**config.mk**
```make
export PLATFORM = sky130hd
export DESIGN_NAME = usu_serial_unit
export DESIGN_NICKNAME = d
export VERILOG_FILES = /design/src/pkg/usu_pkg.sv /design/src/logic/usu_serial_unit.sv
export VERILOG_INCLUDE_DIRS = /design/src /design/src/pkg
export SDC_FILE = /design/constraint.sdc
export NUM_CORES = 1
export LEC_CHECK = 0
export BUFFER_PORTS_ARGS = -buffer_cell sky130_fd_sc_hd__buf_2
export CAP_MARGIN = 20
export CORE_ASPECT_RATIO = 0.7
export CORE_UTILIZATION = 50
export DETAILED_ROUTE_END_ITERATION = 7
export PLACE_DENSITY = 0.78
export SYNTH_ARGS = -nofsm -noshare
export SYNTH_HDL_FRONTEND = slang
export SYNTH_SLANG_ARGS = --single-unit
```
**constraint.sdc**
```tcl
create_clock -name CORE_CLK -period 4.8 [get_ports CORE_CLK]
set_clock_uncertainty 0.1 [all_clocks]
set_input_delay 0.96 -clock CORE_CLK [delete_from_list [all_inputs] [get_ports CORE_CLK]]
set_output_delay 0.96 -clock CORE_CLK [all_outputs]
set_load 0.1 [all_outputs]
```
**src/pkg/usu_params.svh**
```systemverilog
// Summary of operation
// - start irq requested only while start enable (bit 7) and start flag set
// - pending start flag raises irq at once when enable is set
// - overflow irq whenever global enable, overflow enable (bit 6) and overflow flag are one
// - wire mode (bits 5:4) changes outputs and start/stop detection; inputs always sampled
// - mode 00 disables outputs and clock hold; start detector fires on every scl edge
// - three-wire: data output replaces port bit; direction still gates drive
// - three-wire: data in and clock pins sampled without altering port behaviour
// - two-wire: open-drain sda/scl, driver enabled only by direction bit
// - two-wire sda low when data msb or port bit is zero
// - two-wire scl low when port bit zero or hold active
// - after start condition hold scl low until start flag cleared
// - two-wire disables pull-ups on sda and scl, inputs unchanged
// - mode 11 also holds scl low from overflow until overflow flag cleared
// - external clock: output latch changes on edge opposite to sampling
// - strobe or timer clock: output latch transparent
// - clock source (bits 3:2) clocks shift register and counter; 01 is timer
// - source 00 with strobe bit one shifts once and counts once
// - strobe output changes same cycle; shifted bit sampled cycle before
// - external clock: strobe bit is stored select for toggle-clocked counter
// - external shift on rising edge if low bit 0, falling if 1; count both
// - strobe bit always reads zero
// - toggle strobe inverts clock port bit; may clock counter; reads zero
// - counter 15 to 0 sets overflow flag; cleared only by writing one
`ifndef USU_PARAMS_SVH
`define USU_PARAMS_SVH
`define USU_ADDR_CTRL   8'h0D
`define USU_ADDR_STAT   8'h0E
`define USU_ADDR_DATA   8'h0F
`define USU_ADDR_BUF    8'h10
`define USU_ADDR_PORT   8'h11
`define USU_ADDR_DIR    8'h12
`define USU_CTRL_RST    8'h00
`define USU_B_SIE       7
`define USU_B_OIE       6
`define USU_B_WMH       5
`define USU_B_WML       4
`define USU_B_CSH       3
`define USU_B_CSL       2
`define USU_B_CLK       1
`define USU_B_TC        0
`define USU_B_SIF       7
`define USU_B_OIF       6
`define USU_B_PF        5
`define USU_CNT_MAX     4'hF
`endif

```
**src/pkg/usu_pkg.sv**
```systemverilog
`default_nettype none
package usu_pkg;
   typedef enum logic [1:0] {
      USU_WM_OFF  = 2'b00,
      USU_WM_3W   = 2'b01,
      USU_WM_2W   = 2'b10,
      USU_WM_2WOV = 2'b11
   } usu_wm_t;
   typedef struct packed {
      logic sda_o;
      logic sda_oe;
      logic scl_o;
      logic scl_oe;
      logic do_o;
      logic do_oe;
   } usu_pins_t;
endpackage
`default_nettype wire

```
**src/logic/usu_serial_unit.sv**
```systemverilog
`include "usu_params.svh"
`default_nettype none
module usu_serial_unit
   import usu_pkg::*;
(
   input  wire logic       CORE_CLK,
   input  wire logic       RST_N,
   input  wire logic [7:0] ADDR,
   input  wire logic [7:0] WDATA,
   input  wire logic       WR,
   input  wire logic       RD,
   output logic      [7:0] RDATA,
   input  wire logic       GLOBAL_IE,
   input  wire logic       TIMER_MATCH,
   input  wire logic       SDA_I,
   input  wire logic       SCL_I,
   output usu_pins_t       PINS,
   output logic            PULLUP_SDA,
   output logic            PULLUP_SCL,
   output logic            START_IRQ,
   output logic            OVF_IRQ
);
   // ---------------------------------------------------------------
   // registers
   // ---------------------------------------------------------------
   logic [7:0] ctrl_r;
   logic       sif_r;
   logic       oif_r;
   logic       pf_r;
   logic [3:0] cnt_r;
   logic [7:0] data_r;
   logic [7:0] buf_r;
   logic [1:0] port_r;
   logic [1:0] dir_r;
   logic       latch_r;
   logic       hold_start_r;
   logic [7:0] rdata_r;
   logic [2:0] sda_s_r;
   logic [2:0] scl_s_r;
   logic       sda_q_r;
   logic       scl_q_r;
   logic       din_prev_r;

   usu_wm_t    wm;
   logic       wr_ctrl;
   logic       clk_strobe;
   logic       tog_strobe;
   logic       sda_v;
   logic       scl_v;
   logic       scl_rise;
   logic       scl_fall;
   logic       start_det;
   logic       stop_det;
   logic       shift_en;
   logic       count_en;
   logic       wrap;
   logic       two_wire;
   logic       ext_clk;
   logic       msb_out;

   assign wm       = usu_wm_t'(ctrl_r[`USU_B_WMH:`USU_B_WML]);
   assign two_wire = ctrl_r[`USU_B_WMH];
   assign ext_clk  = ctrl_r[`USU_B_CSH];
   assign wr_ctrl  = WR && (ADDR == `USU_ADDR_CTRL);
   // strobes live only in the write cycle; only the clock strobe bit is stored, as select under external clock
   assign clk_strobe = wr_ctrl && WDATA[`USU_B_CLK];
   assign tog_strobe = wr_ctrl && WDATA[`USU_B_TC];

   // ---------------------------------------------------------------
   // pin synchronisers
   // ---------------------------------------------------------------
   // inputs sampled in every mode
   always_ff @(posedge CORE_CLK)
   begin
      if (!RST_N)
      begin
         sda_s_r <= 3'h7;
         scl_s_r <= 3'h7;
         sda_q_r <= 1'b1;
         scl_q_r <= 1'b1;
      end
      else
      begin
         sda_s_r <= {sda_s_r[1:0], SDA_I};
         scl_s_r <= {scl_s_r[1:0], SCL_I};
         if (sda_s_r[1] == sda_s_r[2])
            sda_q_r <= sda_s_r[2];
         if (scl_s_r[1] == scl_s_r[2])
            scl_q_r <= scl_s_r[2];
      end
   end
   assign sda_v    = (sda_s_r[1] == sda_s_r[2]) ? sda_s_r[2] : sda_q_r;
   assign scl_v    = (scl_s_r[1] == scl_s_r[2]) ? scl_s_r[2] : scl_q_r;
   assign scl_rise = scl_v && !scl_q_r;
   assign scl_fall = !scl_v && scl_q_r;
   // outside two-wire modes the start detector fires on every scl edge
   assign start_det = two_wire ? (scl_v && sda_q_r && !sda_v) : (scl_rise || scl_fall);
   assign stop_det  = two_wire && scl_v && !sda_q_r && sda_v;

   // ---------------------------------------------------------------
   // clock selection
   // ---------------------------------------------------------------
   always_comb
   begin
      shift_en = 1'b0;
      count_en = 1'b0;
      if (!ext_clk)
      begin
         if (ctrl_r[`USU_B_CSL])
         begin
            shift_en = TIMER_MATCH;
            count_en = TIMER_MATCH;
         end
         else
         begin
            shift_en = clk_strobe;
            count_en = clk_strobe;
         end
      end
      else
      begin
         shift_en = ctrl_r[`USU_B_CSL] ? scl_fall : scl_rise;
         // stored select picks toggle strobe as counter clock
         count_en = ctrl_r[`USU_B_CLK] ? tog_strobe : (scl_rise || scl_fall);
      end
   end
   assign wrap = count_en && (cnt_r == `USU_CNT_MAX);

   // ---------------------------------------------------------------
   // control register
   // ---------------------------------------------------------------
   always_ff @(posedge CORE_CLK)
   begin
      if (!RST_N)
         ctrl_r <= `USU_CTRL_RST;
      else if (wr_ctrl)
      begin
         ctrl_r[7:2] <= WDATA[7:2];
         // strobe bit only kept as select under external clock
         ctrl_r[`USU_B_CLK] <= WDATA[`USU_B_CSH] & WDATA[`USU_B_CLK];
         ctrl_r[`USU_B_TC]  <= 1'b0;
      end
   end

   // ---------------------------------------------------------------
   // status flags, counter
   // ---------------------------------------------------------------
   always_ff @(posedge CORE_CLK)
   begin
      if (!RST_N)
      begin
         sif_r <= 1'b0;
         oif_r <= 1'b0;
         pf_r  <= 1'b0;
         cnt_r <= 4'h0;
      end
      else
      begin
         // set wins over write-one-to-clear
         if (start_det)
            sif_r <= 1'b1;
         else if (WR && ADDR == `USU_ADDR_STAT && WDATA[`USU_B_SIF])
            sif_r <= 1'b0;
         if (wrap)
            oif_r <= 1'b1;
         else if (WR && ADDR == `USU_ADDR_STAT && WDATA[`USU_B_OIF])
            oif_r <= 1'b0;
         if (stop_det)
            pf_r <= 1'b1;
         else if (WR && ADDR == `USU_ADDR_STAT && WDATA[`USU_B_PF])
            pf_r <= 1'b0;
         if (WR && ADDR == `USU_ADDR_STAT)
            cnt_r <= WDATA[3:0];
         else if (count_en)
            cnt_r <= cnt_r + 4'h1;
      end
   end

   // start hold set on scl fall after a start, released with the flag
   always_ff @(posedge CORE_CLK)
   begin
      if (!RST_N)
         hold_start_r <= 1'b0;
      else if (!two_wire || !sif_r)
         hold_start_r <= 1'b0;
      else if (scl_fall)
         hold_start_r <= 1'b1;
   end

   // ---------------------------------------------------------------
   // data, buffer and output latch
   // ---------------------------------------------------------------
   always_ff @(posedge CORE_CLK)
   begin
      if (!RST_N)
      begin
         data_r     <= 8'h00;
         buf_r      <= 8'h00;
         din_prev_r <= 1'b0;
      end
      else
      begin
         din_prev_r <= sda_v;
         if (WR && ADDR == `USU_ADDR_DATA)
            data_r <= WDATA; // a write beats a shift in the same cycle
         else if (shift_en)
            // strobe shifts in the value seen the cycle before
            data_r <= {data_r[6:0], ext_clk ? sda_v : din_prev_r};
         if (wrap)
            buf_r <= data_r;
      end
   end

   // latch closes for the sampling half of the serial clock
   always_ff @(posedge CORE_CLK)
   begin
      if (!RST_N)
         latch_r <= 1'b0;
      else if (!ext_clk || (ctrl_r[`USU_B_CSL] ? scl_v : !scl_v))
         latch_r <= data_r[7];
   end
   // transparent for internal clocks so strobe output shows at once
   assign msb_out = ext_clk ? latch_r : data_r[7];

   // ---------------------------------------------------------------
   // port bits
   // ---------------------------------------------------------------
   // bit 0 is the data pin, bit 1 the clock pin
   always_ff @(posedge CORE_CLK)
   begin
      if (!RST_N)
      begin
         port_r <= 2'h0;
         dir_r  <= 2'h0;
      end
      else
      begin
         if (WR && ADDR == `USU_ADDR_DIR)
            dir_r <= WDATA[1:0];
         if (WR && ADDR == `USU_ADDR_PORT)
            port_r <= WDATA[1:0];
         else if (tog_strobe)
            port_r[1] <= ~port_r[1]; // independent of direction
      end
   end

   // ---------------------------------------------------------------
   // pin drivers
   // ---------------------------------------------------------------
   always_comb
   begin
      PINS = '0;
      unique case (wm)
         USU_WM_OFF:
         begin
            // normal port behaviour
            PINS.do_o   = port_r[0];
            PINS.do_oe  = dir_r[0];
            PINS.scl_o  = port_r[1];
            PINS.scl_oe = dir_r[1];
         end
         USU_WM_3W:
         begin
            PINS.do_o   = msb_out;
            PINS.do_oe  = dir_r[0];
            PINS.scl_o  = port_r[1];
            PINS.scl_oe = dir_r[1];
         end
         USU_WM_2W, USU_WM_2WOV:
         begin
            // open drain: only ever drive low
            PINS.sda_o  = 1'b0;
            PINS.sda_oe = dir_r[0] && (!msb_out || !port_r[0]);
            PINS.scl_o  = 1'b0;
            PINS.scl_oe = dir_r[1] && (!port_r[1] || hold_start_r ||
                          (wm == USU_WM_2WOV && oif_r));
         end
      endcase
   end
   // pull-ups off in two-wire modes
   assign PULLUP_SDA = !two_wire && !dir_r[0] && port_r[0];
   assign PULLUP_SCL = !two_wire && !dir_r[1] && port_r[1];

   // level requests track enable and flag, so pending flags fire at once
   assign START_IRQ = GLOBAL_IE && ctrl_r[`USU_B_SIE] && sif_r;
   assign OVF_IRQ   = GLOBAL_IE && ctrl_r[`USU_B_OIE] && oif_r;

   // ---------------------------------------------------------------
   // read port
   // ---------------------------------------------------------------
   always_ff @(posedge CORE_CLK)
   begin
      if (!RST_N)
         rdata_r <= 8'h00;
      else if (RD)
      begin
         unique case (ADDR)
            `USU_ADDR_CTRL: rdata_r <= {ctrl_r[7:2], 2'b00};
            `USU_ADDR_STAT: rdata_r <= {sif_r, oif_r, pf_r, msb_out ^ sda_v, cnt_r};
            `USU_ADDR_DATA: rdata_r <= data_r;
            `USU_ADDR_BUF:  rdata_r <= buf_r;
            `USU_ADDR_PORT: rdata_r <= {6'h00, port_r};
            `USU_ADDR_DIR:  rdata_r <= {6'h00, dir_r};
            default:        rdata_r <= 8'h00;
         endcase
      end
   end
   assign RDATA = rdata_r;
endmodule
`default_nettype wire

```
==> reports/results.env, run 1 <==
PLACE_INST=401
HP-CLASS='register to register'
ENDPOINT_KIND='output port'
VDD_IR_DROP_MAX_V=0.000127
FIN_AREA_MM2=0.00297
NUMBER_OF_SETUP_BUFFERS_ADDED_AFTER_CTS=0
LAYOUT_COMMONEST_CELL='sky130_fd_sc_hd__dfxtp_1'
SYNTH_WARNINGS=0
GLOBALROUTE.TOTALOVERFLOW=0
NETLIST.AREA_LEADER.SHARE=0.401
VIAS_PER_CELL=5.86
TRITONCTS='yes'
CLK_PIN_SLEW_WORST_PATHS_NS=0.10
DIE_X_UM=89.0
GRT_MAX_DEGREE=35
SYNTH_AREA_LEADERS='sky130_fd_sc_hd__dfxtp_1 40%, sky130_fd_sc_hd__mux2i_1 12%, sky130_fd_sc_hd__nand2_1 5.8%'
GLOBAL_ROUTE.USAGE.TOTAL=0.263
CTS_MADE_BUFFERS=5
POWER.NET_SWITCHING_uW=189
RR_STARTPOINT='scl_s_r[2]'
CRITICAL_PATH.MAX_STAGE_DELAY_NS=0.53
SYNTH_TOP_CELL_BY_AREA='sky130_fd_sc_hd__dfxtp_1'
ANTENNA_FOUND_INITIAL=0
SYNTH_AREA_PER_CELL_UM2=8.68
SEQ_AREA_FRAC_SYNTH=0.401
SYNTH.FF_LATCH_COUNT=53
STATUS='finished, final reports clean'
POST_LAYOUT_NONFILLER_INSTANCES=409
CTSHTREEMAXLEVEL=2
FINAL.PERIOD_UTILIZATION=0.619
CP_STARTPOINT_KIND='register'
CRITICAL_PATH.SLOWEST_CELL='sky130_fd_sc_hd__dfxtp_1'
DETAILROUTE.VIA_COUNT=2397
WORSTHOLDSTART='scl_s_r[0]'
SYNTH_ENABLE_FLOP_CELLS=0
FRACTION_OF_FINAL_LAYOUT_CELLS_WITH_DRIVE_STRENGTH_GREATER_THAN_1=0.174
DRTPASS1ITERATIONS=5
SETUP_VIOL_COUNT_FINAL=0
FIN_TOTAL_PWR_uW=753
N_ANTENNA_CELL=0
WL_PER_CELL_UM=16.9
GRT_PASS1_VIAS=2249
RSZ_0062_RAISED_AFTER_GLOBAL_ROUTING='false'
CELLLEAKAGEPOWER_nW=1.16
SEQUENTIAL_SHARE_OF_POWER=0.590
TIMING.CRITICAL_PATH.CELLS='mux2i_1 > inv_1 > a21oi_1 > buf_2'
WORST-ENDPOINT-REQUIRED_NS=3.74
CRIT_PATH_MAX_FANOUT=9
POST_CTS_RESIZE_COUNT=0
CORE_MM2=0.00494
DRT-TOTAL-WL_MM=6.92
DRTANTENNAVIOLNETS=0
COMBPWRFRAC=0.071
DRV_CAP=0
SYN_NETS=330
DPL.HPWL_MM=5.06
DIE_AREA_MM2=0.00560
SETUP_TNS_NS=0
ROW_COUNT=21
SWITCHING_SHARE=0.252
QUANTITY_OF_HOLD_FIXING_BUFFERS_ADDED_AFTER_CTS=0
DIE_H_UM=62.9
POWER_PER_CELL_AREA_mW_PER_MM2=253
LAYOUT.NETS=364
INTPOWER_uW=563
IOPINCOUNT=42
SYNTH_CELLS=305
TIGHTESTPINTRANSITION_NS=0.595
SETUP.WORST_PATH.START='ctrl_r[3]'
GP_ROUTABILITY_CONGESTION=0.921
SYNTHTOLAYOUTAREAGROWTH_PCT=12.1
SLEW_VIOLATIONS=0
POST-ROUTE-MIN-PERIOD_NS=2.97
PLACEMENT.CELL_AREA_MM2=0.00288
DRTITER0DRC=237
NETLIST-CELL-TYPE-COUNT=50
TOTAL_OF_BUFFERS_PLACED_ON_INPUT_AND_OUTPUT_PORTS=40
MAX-CLOCK-PATH-BUFFERS=2
CRITICALPATHCATEGORY='register to output port'
SYNTH_FF_TYPE='sky130_fd_sc_hd__dfxtp_1'
CLKLATENCYLATEPIN_NS=0.30
TIMING.FINAL.HOLD_VIOLATIONS=0
INITIAL_CORE_UTIL=0.536
CRIT_ARRIVAL_NS=1.91
GLOBAL_ROUTE_WIRE_LENGTH_BEFORE_REPAIR_MM=11.2
POWER_FRAC_CLOCK=0.338
SLEW_HEADROOM=0.600
SYNTHESIS.AREA_MM2=0.00265
CLOCK_SINK_COUNT=53
DRC=0
ACHIEVABLE-FREQUENCY_MHz=337
MOSTFREQUENTLAYOUTCELLS='53 x sky130_fd_sc_hd__dfxtp_1, 41 x sky130_fd_sc_hd__nand2_1, 40 x sky130_fd_sc_hd__buf_2'
ASYNCSETRESETFLOPFRACSYNTH=0
CLOCK_TREE.ROOT_CELL='sky130_fd_sc_hd__clkbuf_8'
==> cells by family after synthesis <==
kind of cell / Yosys count / share of synthesized area
buf+inv: 23 / 0.0387
compound gates: 68 / 0.169
fa+ha+maj: 3 / 0.0123
simple gates: 115 / 0.220
mux: 37 / 0.142
flops: 53 / 0.401
other cells: 1 / 0.00142
xor+xnor: 5 / 0.0165
==> worst paths after layout <==
path / to / slack [ns] / cells after the start
max: PINS[4] / 1.83 / 4
min: scl_s_r[1] / 0.32 / 1
max reg2reg: buf_r[0] / 2.50 / 5
min reg2reg: scl_s_r[1] / 0.32 / 1
==> metal layers <==
| layer | track usage | share of wire | wire length, um | vias to the layer above |
|---|---|---|---|---|
| met5 | 0 | 0 | 0 | - |
| met4 | 0.0417 | 0.0064 | 44 | 0 |
| met3 | 0.0647 | 0.090 | 620 | 11 |
| met2 | 0.387 | 0.42 | 2900 | 110 |
| met1 | 0.393 | 0.49 | 3360 | 1126 |
| li1 | - | - | - | 1150 |
==> cell usage after synthesis, types with 5 or more instances <==
cell                        n
sky130_fd_sc_hd__clkbuf_1   9
sky130_fd_sc_hd__mux2i_1   33
sky130_fd_sc_hd__o21ai_1    8
sky130_fd_sc_hd__nand2b_1   7
sky130_fd_sc_hd__dfxtp_1   53
sky130_fd_sc_hd__nand2_1   41
sky130_fd_sc_hd__nor2b_1    7
sky130_fd_sc_hd__nor3_1     5
sky130_fd_sc_hd__inv_1      7
sky130_fd_sc_hd__o21ai_0   11
sky130_fd_sc_hd__nand3_1   11
sky130_fd_sc_hd__and3_1     9
sky130_fd_sc_hd__nor2_1    19
sky130_fd_sc_hd__a22o_1     7
sky130_fd_sc_hd__a21oi_1   16
==> sequential cells by signal (all words and copies together), names as in the netlist <==
| name | flops |
|---|---|
| hold_start_r | 1 |
| scl_s_r | 3 |
| latch_r | 1 |
| data_r | 8 |
| sda_q_r | 1 |
| cnt_r | 4 |
| pf_r | 1 |
| scl_q_r | 1 |
| dir_r | 2 |
| RDATA | 8 |
| port_r | 2 |
| buf_r | 8 |
| ctrl_r | 7 |
| oif_r | 1 |
| sif_r | 1 |
| sda_s_r | 3 |
| din_prev_r | 1 |
==> power by group through the flow <==
stage / clock, mW / sequential (mW) / combinational, mW
final: 0.254 / 0.444 / 0.0538
after global routing: 0.284 / 0.445 / 0.0579
after CTS: 0.259 / 0.444 / 0.0527
after detailed placement: 0 / 0.454 / 0.0523
after global placement: 0 / 0.454 / 0.0511
after floorplan: 0 / 0.454 / 0.0310
==> final cells by class <==
| type | count | area, um^2 |
|---|---|---|
| clock buffer | 5 | 68.8 |
| clock inverter | 3 | 22.5 |
| fill | 471 | 1970 |
| inverter | 8 | 30.0 |
| multi-input combinational | 229 | 1490 |
| sequential | 53 | 1060 |
| tap | 69 | 86.3 |
| timing repair buffer | 42 | 215 |
==> stage by stage <==
| step | util | hold slack, ns | setup slack (ns) |
|---|---|---|---|
| floorplan | - | 0.286 | 0.522 |
| global placement | 0.583 | 0.288 | 1.74 |
| detailed placement | 0.583 | 0.292 | 1.69 |
| CTS | 0.601 | 0.319 | 1.84 |
| global route | 0.601 | 0.366 | 1.72 |
| finish | 0.601 | 0.317 | 1.83 |
==> worst max-delay path: cells and delay by family (launching register included) <==
family | cells | cell delay [ns]
flip-flops | 1 | 0.53
AO/OA/AOI/OAI | 1 | 0.14
multiplexers | 1 | 0.43
buffers and inverters | 2 | 0.51
(Power assumes the default switching activity.)
==> run 2: changes to the inputs <==
ABC_AREA = 1   (was not set)
clock period = 2.8 ns   (was 4.8 ns; I/O delays follow)
==> reports/results.env, run 2 <==
STATUS='finished, final reports clean'
DIE_AREA_MM2=0.00571
GLOBALROUTE.TOTALOVERFLOW=0
GLOBAL_ROUTE.USAGE.TOTAL=0.253
RR_STARTPOINT='ctrl_r[2]'
FINAL.PERIOD_UTILIZATION=0.908
WORST_HOLD_SLACK_NS=0.323
SYN_NETS=406
SYNTHESIS.AREA_MM2=0.00271
CORE_MM2=0.00499
ASYNCSETRESETFLOPFRACSYNTH=0
DPL.HPWL_MM=5.28
CRITICAL_PATH.SLOWEST_CELL='sky130_fd_sc_hd__dfxtp_1'
GP_ROUTABILITY_CONGESTION=0.931
WL_PER_CELL_UM=14.5
CLK_PIN_SLEW_WORST_PATHS_NS=0.10
NETLIST-CELL-TYPE-COUNT=39
ANTENNA_FOUND_INITIAL=0
POST_LAYOUT_NONFILLER_INSTANCES=489
MAX-CLOCK-PATH-BUFFERS=2
SYNTHMOSTINSTANTIATEDCELL='sky130_fd_sc_hd__nand2_1'
TIGHTESTPINTRANSITION_NS=0.597
POST-ROUTE-MIN-PERIOD_NS=2.54
DRT-TOTAL-WL_MM=7.08
IOPINCOUNT=42
ROW_COUNT=21
POST_CTS_RESIZE_COUNT=0
GLOBAL_ROUTE_WIRE_LENGTH_BEFORE_REPAIR_MM=11.4
DETAILROUTE.VIA_COUNT=2738
SYNTH_AREA_LEADERS='sky130_fd_sc_hd__dfxtp_1 39%, sky130_fd_sc_hd__nand2_1 12%, sky130_fd_sc_hd__nand3_1 7.8%'
POWER_PER_CELL_AREA_mW_PER_MM2=456
CTS_MADE_BUFFERS=5
WORSTREG2REGEND='data_r[1]'
INITIAL_CORE_UTIL=0.542
CLKLATENCYLATEPIN_NS=0.31
DRTANTENNAVIOLNETS=0
SLEW_HEADROOM=0.602
NUMBER_OF_SETUP_BUFFERS_ADDED_AFTER_CTS=0
FIN_TOTAL_PWR_mW=1.39
GRT_MAX_DEGREE=21
TIMING.FINAL.HOLD_VIOLATIONS=0
GRT_PASS1_VIAS=2327
CRITICALPATHCATEGORY='register to output port'
HP-CLASS='register to register'
SETUP.WORST_PATH.START='ctrl_r[3]'
CLOCK_TREE.ROOT_CELL='sky130_fd_sc_hd__clkbuf_8'
SEQ_AREA_FRAC_SYNTH=0.392
FILLCELLCOUNT=474
FRACTION_OF_FINAL_LAYOUT_CELLS_WITH_DRIVE_STRENGTH_GREATER_THAN_1=0.207
SYNTH_AREA_PER_CELL_UM2=7.10
SYNTH_FF_TYPE='sky130_fd_sc_hd__dfxtp_1'
NETLIST.AREA_LEADER.SHARE=0.392
VDD_IR_DROP_MAX_V=0.000252
CRIT_PATH_MAX_FANOUT=10
TRITONCTS='yes'
DIE_X_UM=89.9
SLEW_VIOLATIONS=0
SYNTH_ENABLE_FLOP_CELLS=0
DRTPASS1ITERATIONS=8
WORST-ENDPOINT-REQUIRED_NS=2.14
SYNTHTOLAYOUTAREAGROWTH_PCT=13.0
SYNTH_WARNINGS=0
DRV_CAP=0
TIMING.CRITICAL_PATH.CELLS='o21ai_0 > inv_1 > a21oi_2 > buf_2'
DRC=0
N_ANTENNA_CELL=0
TIMING.CRITICAL_PATH.BUF_INV=2
REG2REGPATHDEPTH=6
CELLLEAKAGEPOWER_nW=1.25
CTSHTREEMAXLEVEL=2
TOTAL_OF_BUFFERS_PLACED_ON_INPUT_AND_OUTPUT_PORTS=40
SYNTH.FF_LATCH_COUNT=53
LAYOUT.NETS=444
SETUP_VIOL_COUNT_FINAL=0
PATH_DELAY_FAMILY='compound AO/OA/AOI/OAI gates'
R2R_SLACK_NS=1.02
ENDPOINT_KIND='output port'
WORST_SETUP_PATH_ENDPOINT='PINS[1]'
LAYOUT_COMMONEST_CELL='sky130_fd_sc_hd__nand2_1'
CRITICAL_PATH_CELL_COUNT=4
SYNTH_CELLS=381
CRITICAL_PATH.MAX_STAGE_DELAY_NS=0.44
CRIT_ARRIVAL_NS=1.88
LAYOUT.CORE_UTILIZATION=0.612
QUANTITY_OF_HOLD_FIXING_BUFFERS_ADDED_AFTER_CTS=0
DRTITER0DRC=345
MOSTFREQUENTLAYOUTCELLS='83 x sky130_fd_sc_hd__nand2_1, 53 x sky130_fd_sc_hd__dfxtp_1, 42 x sky130_fd_sc_hd__nand3_1'
PLACE_INST=481
RSZ_0062_RAISED_AFTER_GLOBAL_ROUTING='false'
CLOCK_SINK_COUNT=53
ACHIEVABLE-FREQUENCY_MHz=393
VIAS_PER_CELL=5.60
SYNTH_TOP_CELLS_BY_COUNT='83 x sky130_fd_sc_hd__nand2_1, 53 x sky130_fd_sc_hd__dfxtp_1, 42 x sky130_fd_sc_hd__nand3_1'
SYNTH_TOP_CELL_BY_AREA='sky130_fd_sc_hd__dfxtp_1'
CP_STARTPOINT_KIND='register'
DIE_H_UM=63.5
-- run 2: changes by cell type in the layout (fill, tap and decap cells not counted), sizes merged, moves of 8 or more --
| cell | previous run | this run |
|---|---|---|
| nand2 | 41 | 89 |
| nand3 | 11 | 45 |
| mux2i | 33 | 0 |
| inv | 7 | 39 |
| a21oi | 16 | 40 |
| o21ai | 19 | 42 |
| and3 | 9 | 0 |
| nor2 | 19 | 27 |
-- run 2: report_power, final --
part	total (mW)	internal, mW	leakage [nW]	switching (mW)
clock network	0.547	0.291	0.0574	0.256
logic	0.0858	0.0250	0.765	0.0607
registers	0.762	0.759	0.428	0.00313
total	1.39	1.07	1.25	0.320
-- run 2: worst min path at each step --
stage	start	end	slack, ns	cells past startpoint
floorplan	scl_s_r[0]	scl_s_r[1]	0.29	1
global placement	scl_s_r[0]	scl_s_r[1]	0.29	1
detailed placement	sda_s_r[0]	sda_s_r[1]	0.30	1
CTS	sda_s_r[0]	sda_s_r[1]	0.32	1
global route	SCL_I	scl_s_r[0]	0.33	2
finish	sda_s_r[0]	sda_s_r[1]	0.32	1
-- run 2: cell families (layout without fill, tap and decap cells) --
family	count (synthesis)	after routing	synth area share
compound gates	90	90	0.182
flops	53	53	0.392
xor+xnor	2	2	0.00648
other cells	1	1	0.00139
buf+inv	52	91	0.0916
simple gates	182	182	0.322
fa+ha+maj	1	1	0.00462
-- run 2: area by class of cell --
type / count / area [um^2] / share of cell area
clock buffers: 6 / 82.6 / 0.0270
clock inverters: 2 / 37.5 / 0.0123
inverters: 40 / 151 / 0.0495
multi-input cells: 276 / 1420 / 0.463
flip-flops and latches: 53 / 1060 / 0.347
well taps: 69 / 86.3 / 0.0282
repair buffers: 43 / 223 / 0.0729
-- run 2: worst register-to-register path, cell delays in order (launching register included) --
cell and delay, ns:
sky130_fd_sc_hd__dfxtp_1 0.34, sky130_fd_sc_hd__inv_1 0.19, sky130_fd_sc_hd__nand2_1 0.08, sky130_fd_sc_hd__nand3_1 0.17
sky130_fd_sc_hd__a21boi_1 0.50, sky130_fd_sc_hd__nand3_1 0.17, sky130_fd_sc_hd__a21oi_1 0.16
-- run 2: layer usage --
| metal | vias up | wire length, um | track usage |
|---|---|---|---|
| met3 | 16 | 737 | 0.0507 |
| met5 | - | 0 | 0 |
| met4 | 0 | 108 | 0.0685 |
| met1 | 1238 | 3380 | 0.384 |
| li1 | 1336 | - | - |
| met2 | 148 | 2850 | 0.360 |
-- run 2: per-stage QoR --
step                      TNS [ns]  area (um^2)  setup WS (ns)
after global routing             0         3060          0.179
after floorplan             -0.973         2720         -0.478
final                            0         3060          0.258
after global placement           0         2940          0.667
after CTS                        0         3060          0.288
after detailed placement         0         2940          0.631
==> run 3: changes to the inputs <==
REMOVE_ABC_BUFFERS = 1   (was not set)
==> reports/results.env, run 3 (synthesized netlist as in run 2, its figures left out) <==
CLK_PIN_SLEW_WORST_PATHS_NS=0.10
DRV_CAP=0
RSZ_0062_RAISED_AFTER_GLOBAL_ROUTING='false'
DRTPASS1ITERATIONS=5
ENDPOINT_KIND='output port'
STATUS='finished, final reports clean'
CTS_MADE_BUFFERS=5
POST_CTS_RESIZE_COUNT=0
VDD_IR_DROP_MAX_V=0.000225
DIE_AREA_MM2=0.00571
CLKLATENCYLATEPIN_NS=0.31
SLEW_HEADROOM=0.625
TOTAL_OF_BUFFERS_PLACED_ON_INPUT_AND_OUTPUT_PORTS=40
TIGHTESTPINTRANSITION_NS=0.561
WL_PER_CELL_UM=14.6
GP_ROUTABILITY_CONGESTION=0.907
ACHIEVABLE-FREQUENCY_MHz=409
SLEW_VIOLATIONS=0
DRTANTENNAVIOLNETS=0
CELLLEAKAGEPOWER_nW=1.23
CP_STARTPOINT_KIND='register'
POST-ROUTE-MIN-PERIOD_NS=2.45
DETAILROUTE.VIA_COUNT=2715
HP-CLASS='register to register'
SYNTHTOLAYOUTAREAGROWTH_PCT=11.2
CRITICALPATHCATEGORY='register to output port'
ANTENNA_FOUND_INITIAL=0
FINAL.PERIOD_UTILIZATION=0.873
QUANTITY_OF_HOLD_FIXING_BUFFERS_ADDED_AFTER_CTS=0
GLOBAL_ROUTE_WIRE_LENGTH_BEFORE_REPAIR_MM=11.6
POWER_PER_CELL_AREA_mW_PER_MM2=429
WORST_HOLD_SLACK_NS=0.320
CLOCK_TREE.ROOT_CELL='sky130_fd_sc_hd__clkbuf_8'
VIAS_PER_CELL=5.56
GRT_MAX_DEGREE=28
ROW_COUNT=21
PLACEMENT.CELL_AREA_MM2=0.00292
N_ANTENNA_CELL=0
CTSHTREEMAXLEVEL=2
TIMING.FINAL.HOLD_VIOLATIONS=0
CORE_MM2=0.00499
DRC=0
CRIT_PATH_MAX_FANOUT=3
GRT_PASS1_VIAS=2412
CLOCK_SINK_COUNT=53
NUMBER_OF_SETUP_BUFFERS_ADDED_AFTER_CTS=0
DRTITER0DRC=326
DRT-TOTAL-WL_MM=7.13
FIN_AREA_MM2=0.00301
GLOBALROUTE.TOTALOVERFLOW=0
CRIT_ARRIVAL_NS=1.79
FRACTION_OF_FINAL_LAYOUT_CELLS_WITH_DRIVE_STRENGTH_GREATER_THAN_1=0.196
GLOBAL_ROUTE.USAGE.TOTAL=0.262
DIE_X_UM=89.9
WORST-ENDPOINT-REQUIRED_NS=2.14
MOSTFREQUENTLAYOUTCELLS='83 x sky130_fd_sc_hd__nand2_1, 53 x sky130_fd_sc_hd__dfxtp_1, 42 x sky130_fd_sc_hd__nand3_1'
DPL.HPWL_MM=5.37
LAYOUT_COMMONEST_CELL='sky130_fd_sc_hd__nand2_1'
LAYOUT.CORE_UTILIZATION=0.603
TRITONCTS='yes'
INITIAL_CORE_UTIL=0.542
IOPINCOUNT=42
LAYOUT.NETS=444
SETUP_VIOL_COUNT_FINAL=0
DIE_H_UM=63.5
MAX-CLOCK-PATH-BUFFERS=2
==> run 3: changes by cell type in the layout (fill, tap and decap cells not counted), sizes merged <==
cell and delta:
bufinv -1
==> run 3: layout make-up <==
type	count	area (um^2)
Timing Repair Buffer	43	223
Fill cell	501	1980
Sequential cell	53	1060
Tap cell	69	86.3
Clock inverter	1	7.51
Clock buffer	6	82.6
Inverter	40	151
Multi-Input combinational cell	276	1400
==> run 3: path summary, 6_finish.rpt <==
kind	startpoint	to	slack (ns)	cells after the start
worst min register to register	scl_s_r[0]	scl_s_r[1]	0.32	1
worst max-delay path	data_r[7]	PINS[1]	0.35	5
worst min-delay path	scl_s_r[0]	scl_s_r[1]	0.32	1
worst max register to register	scl_s_r[1]	data_r[6]	0.95	7
==> run 3: critical path, stage by stage, from the launching register on <==
cell and delay (ns):
sky130_fd_sc_hd__dfxtp_1 0.38, sky130_fd_sc_hd__inv_1 0.10, sky130_fd_sc_hd__o21ai_0 0.31, sky130_fd_sc_hd__inv_1 0.10, sky130_fd_sc_hd__a21oi_1 0.15, sky130_fd_sc_hd__buf_2 0.44
==> run 3: power by group <==
part,internal (mW),switching [mW],leakage (nW),total [mW]
Sequential,0.759,0.00297,0.428,0.761
Clock,0.196,0.248,0.0433,0.444
Combinational,0.0250,0.0595,0.756,0.0845
Total,0.980,0.311,1.23,1.29
==> run 3: metal layers <==
metal	global-route usage	vias to the layer above	share of wire
li1	-	1336	-
met1	0.376	1237	0.49
met2	0.381	129	0.41
met3	0.0664	13	0.083
met4	0.0806	0	0.018
met5	0	-	0
==> run 3: through the flow <==
stage / total power, mW / cells / setup TNS, ns / setup slack (ns)
after global routing: 1.34 / 488 / 0 / 0.229
final: 1.29 / 488 / 0 / 0.355
after global placement: 0.861 / 481 / 0 / 0.659
after floorplan: 0.822 / 369 / -2.25 / -0.658
after detailed placement: 0.862 / 481 / 0 / 0.603
after CTS: 1.29 / 488 / 0 / 0.390
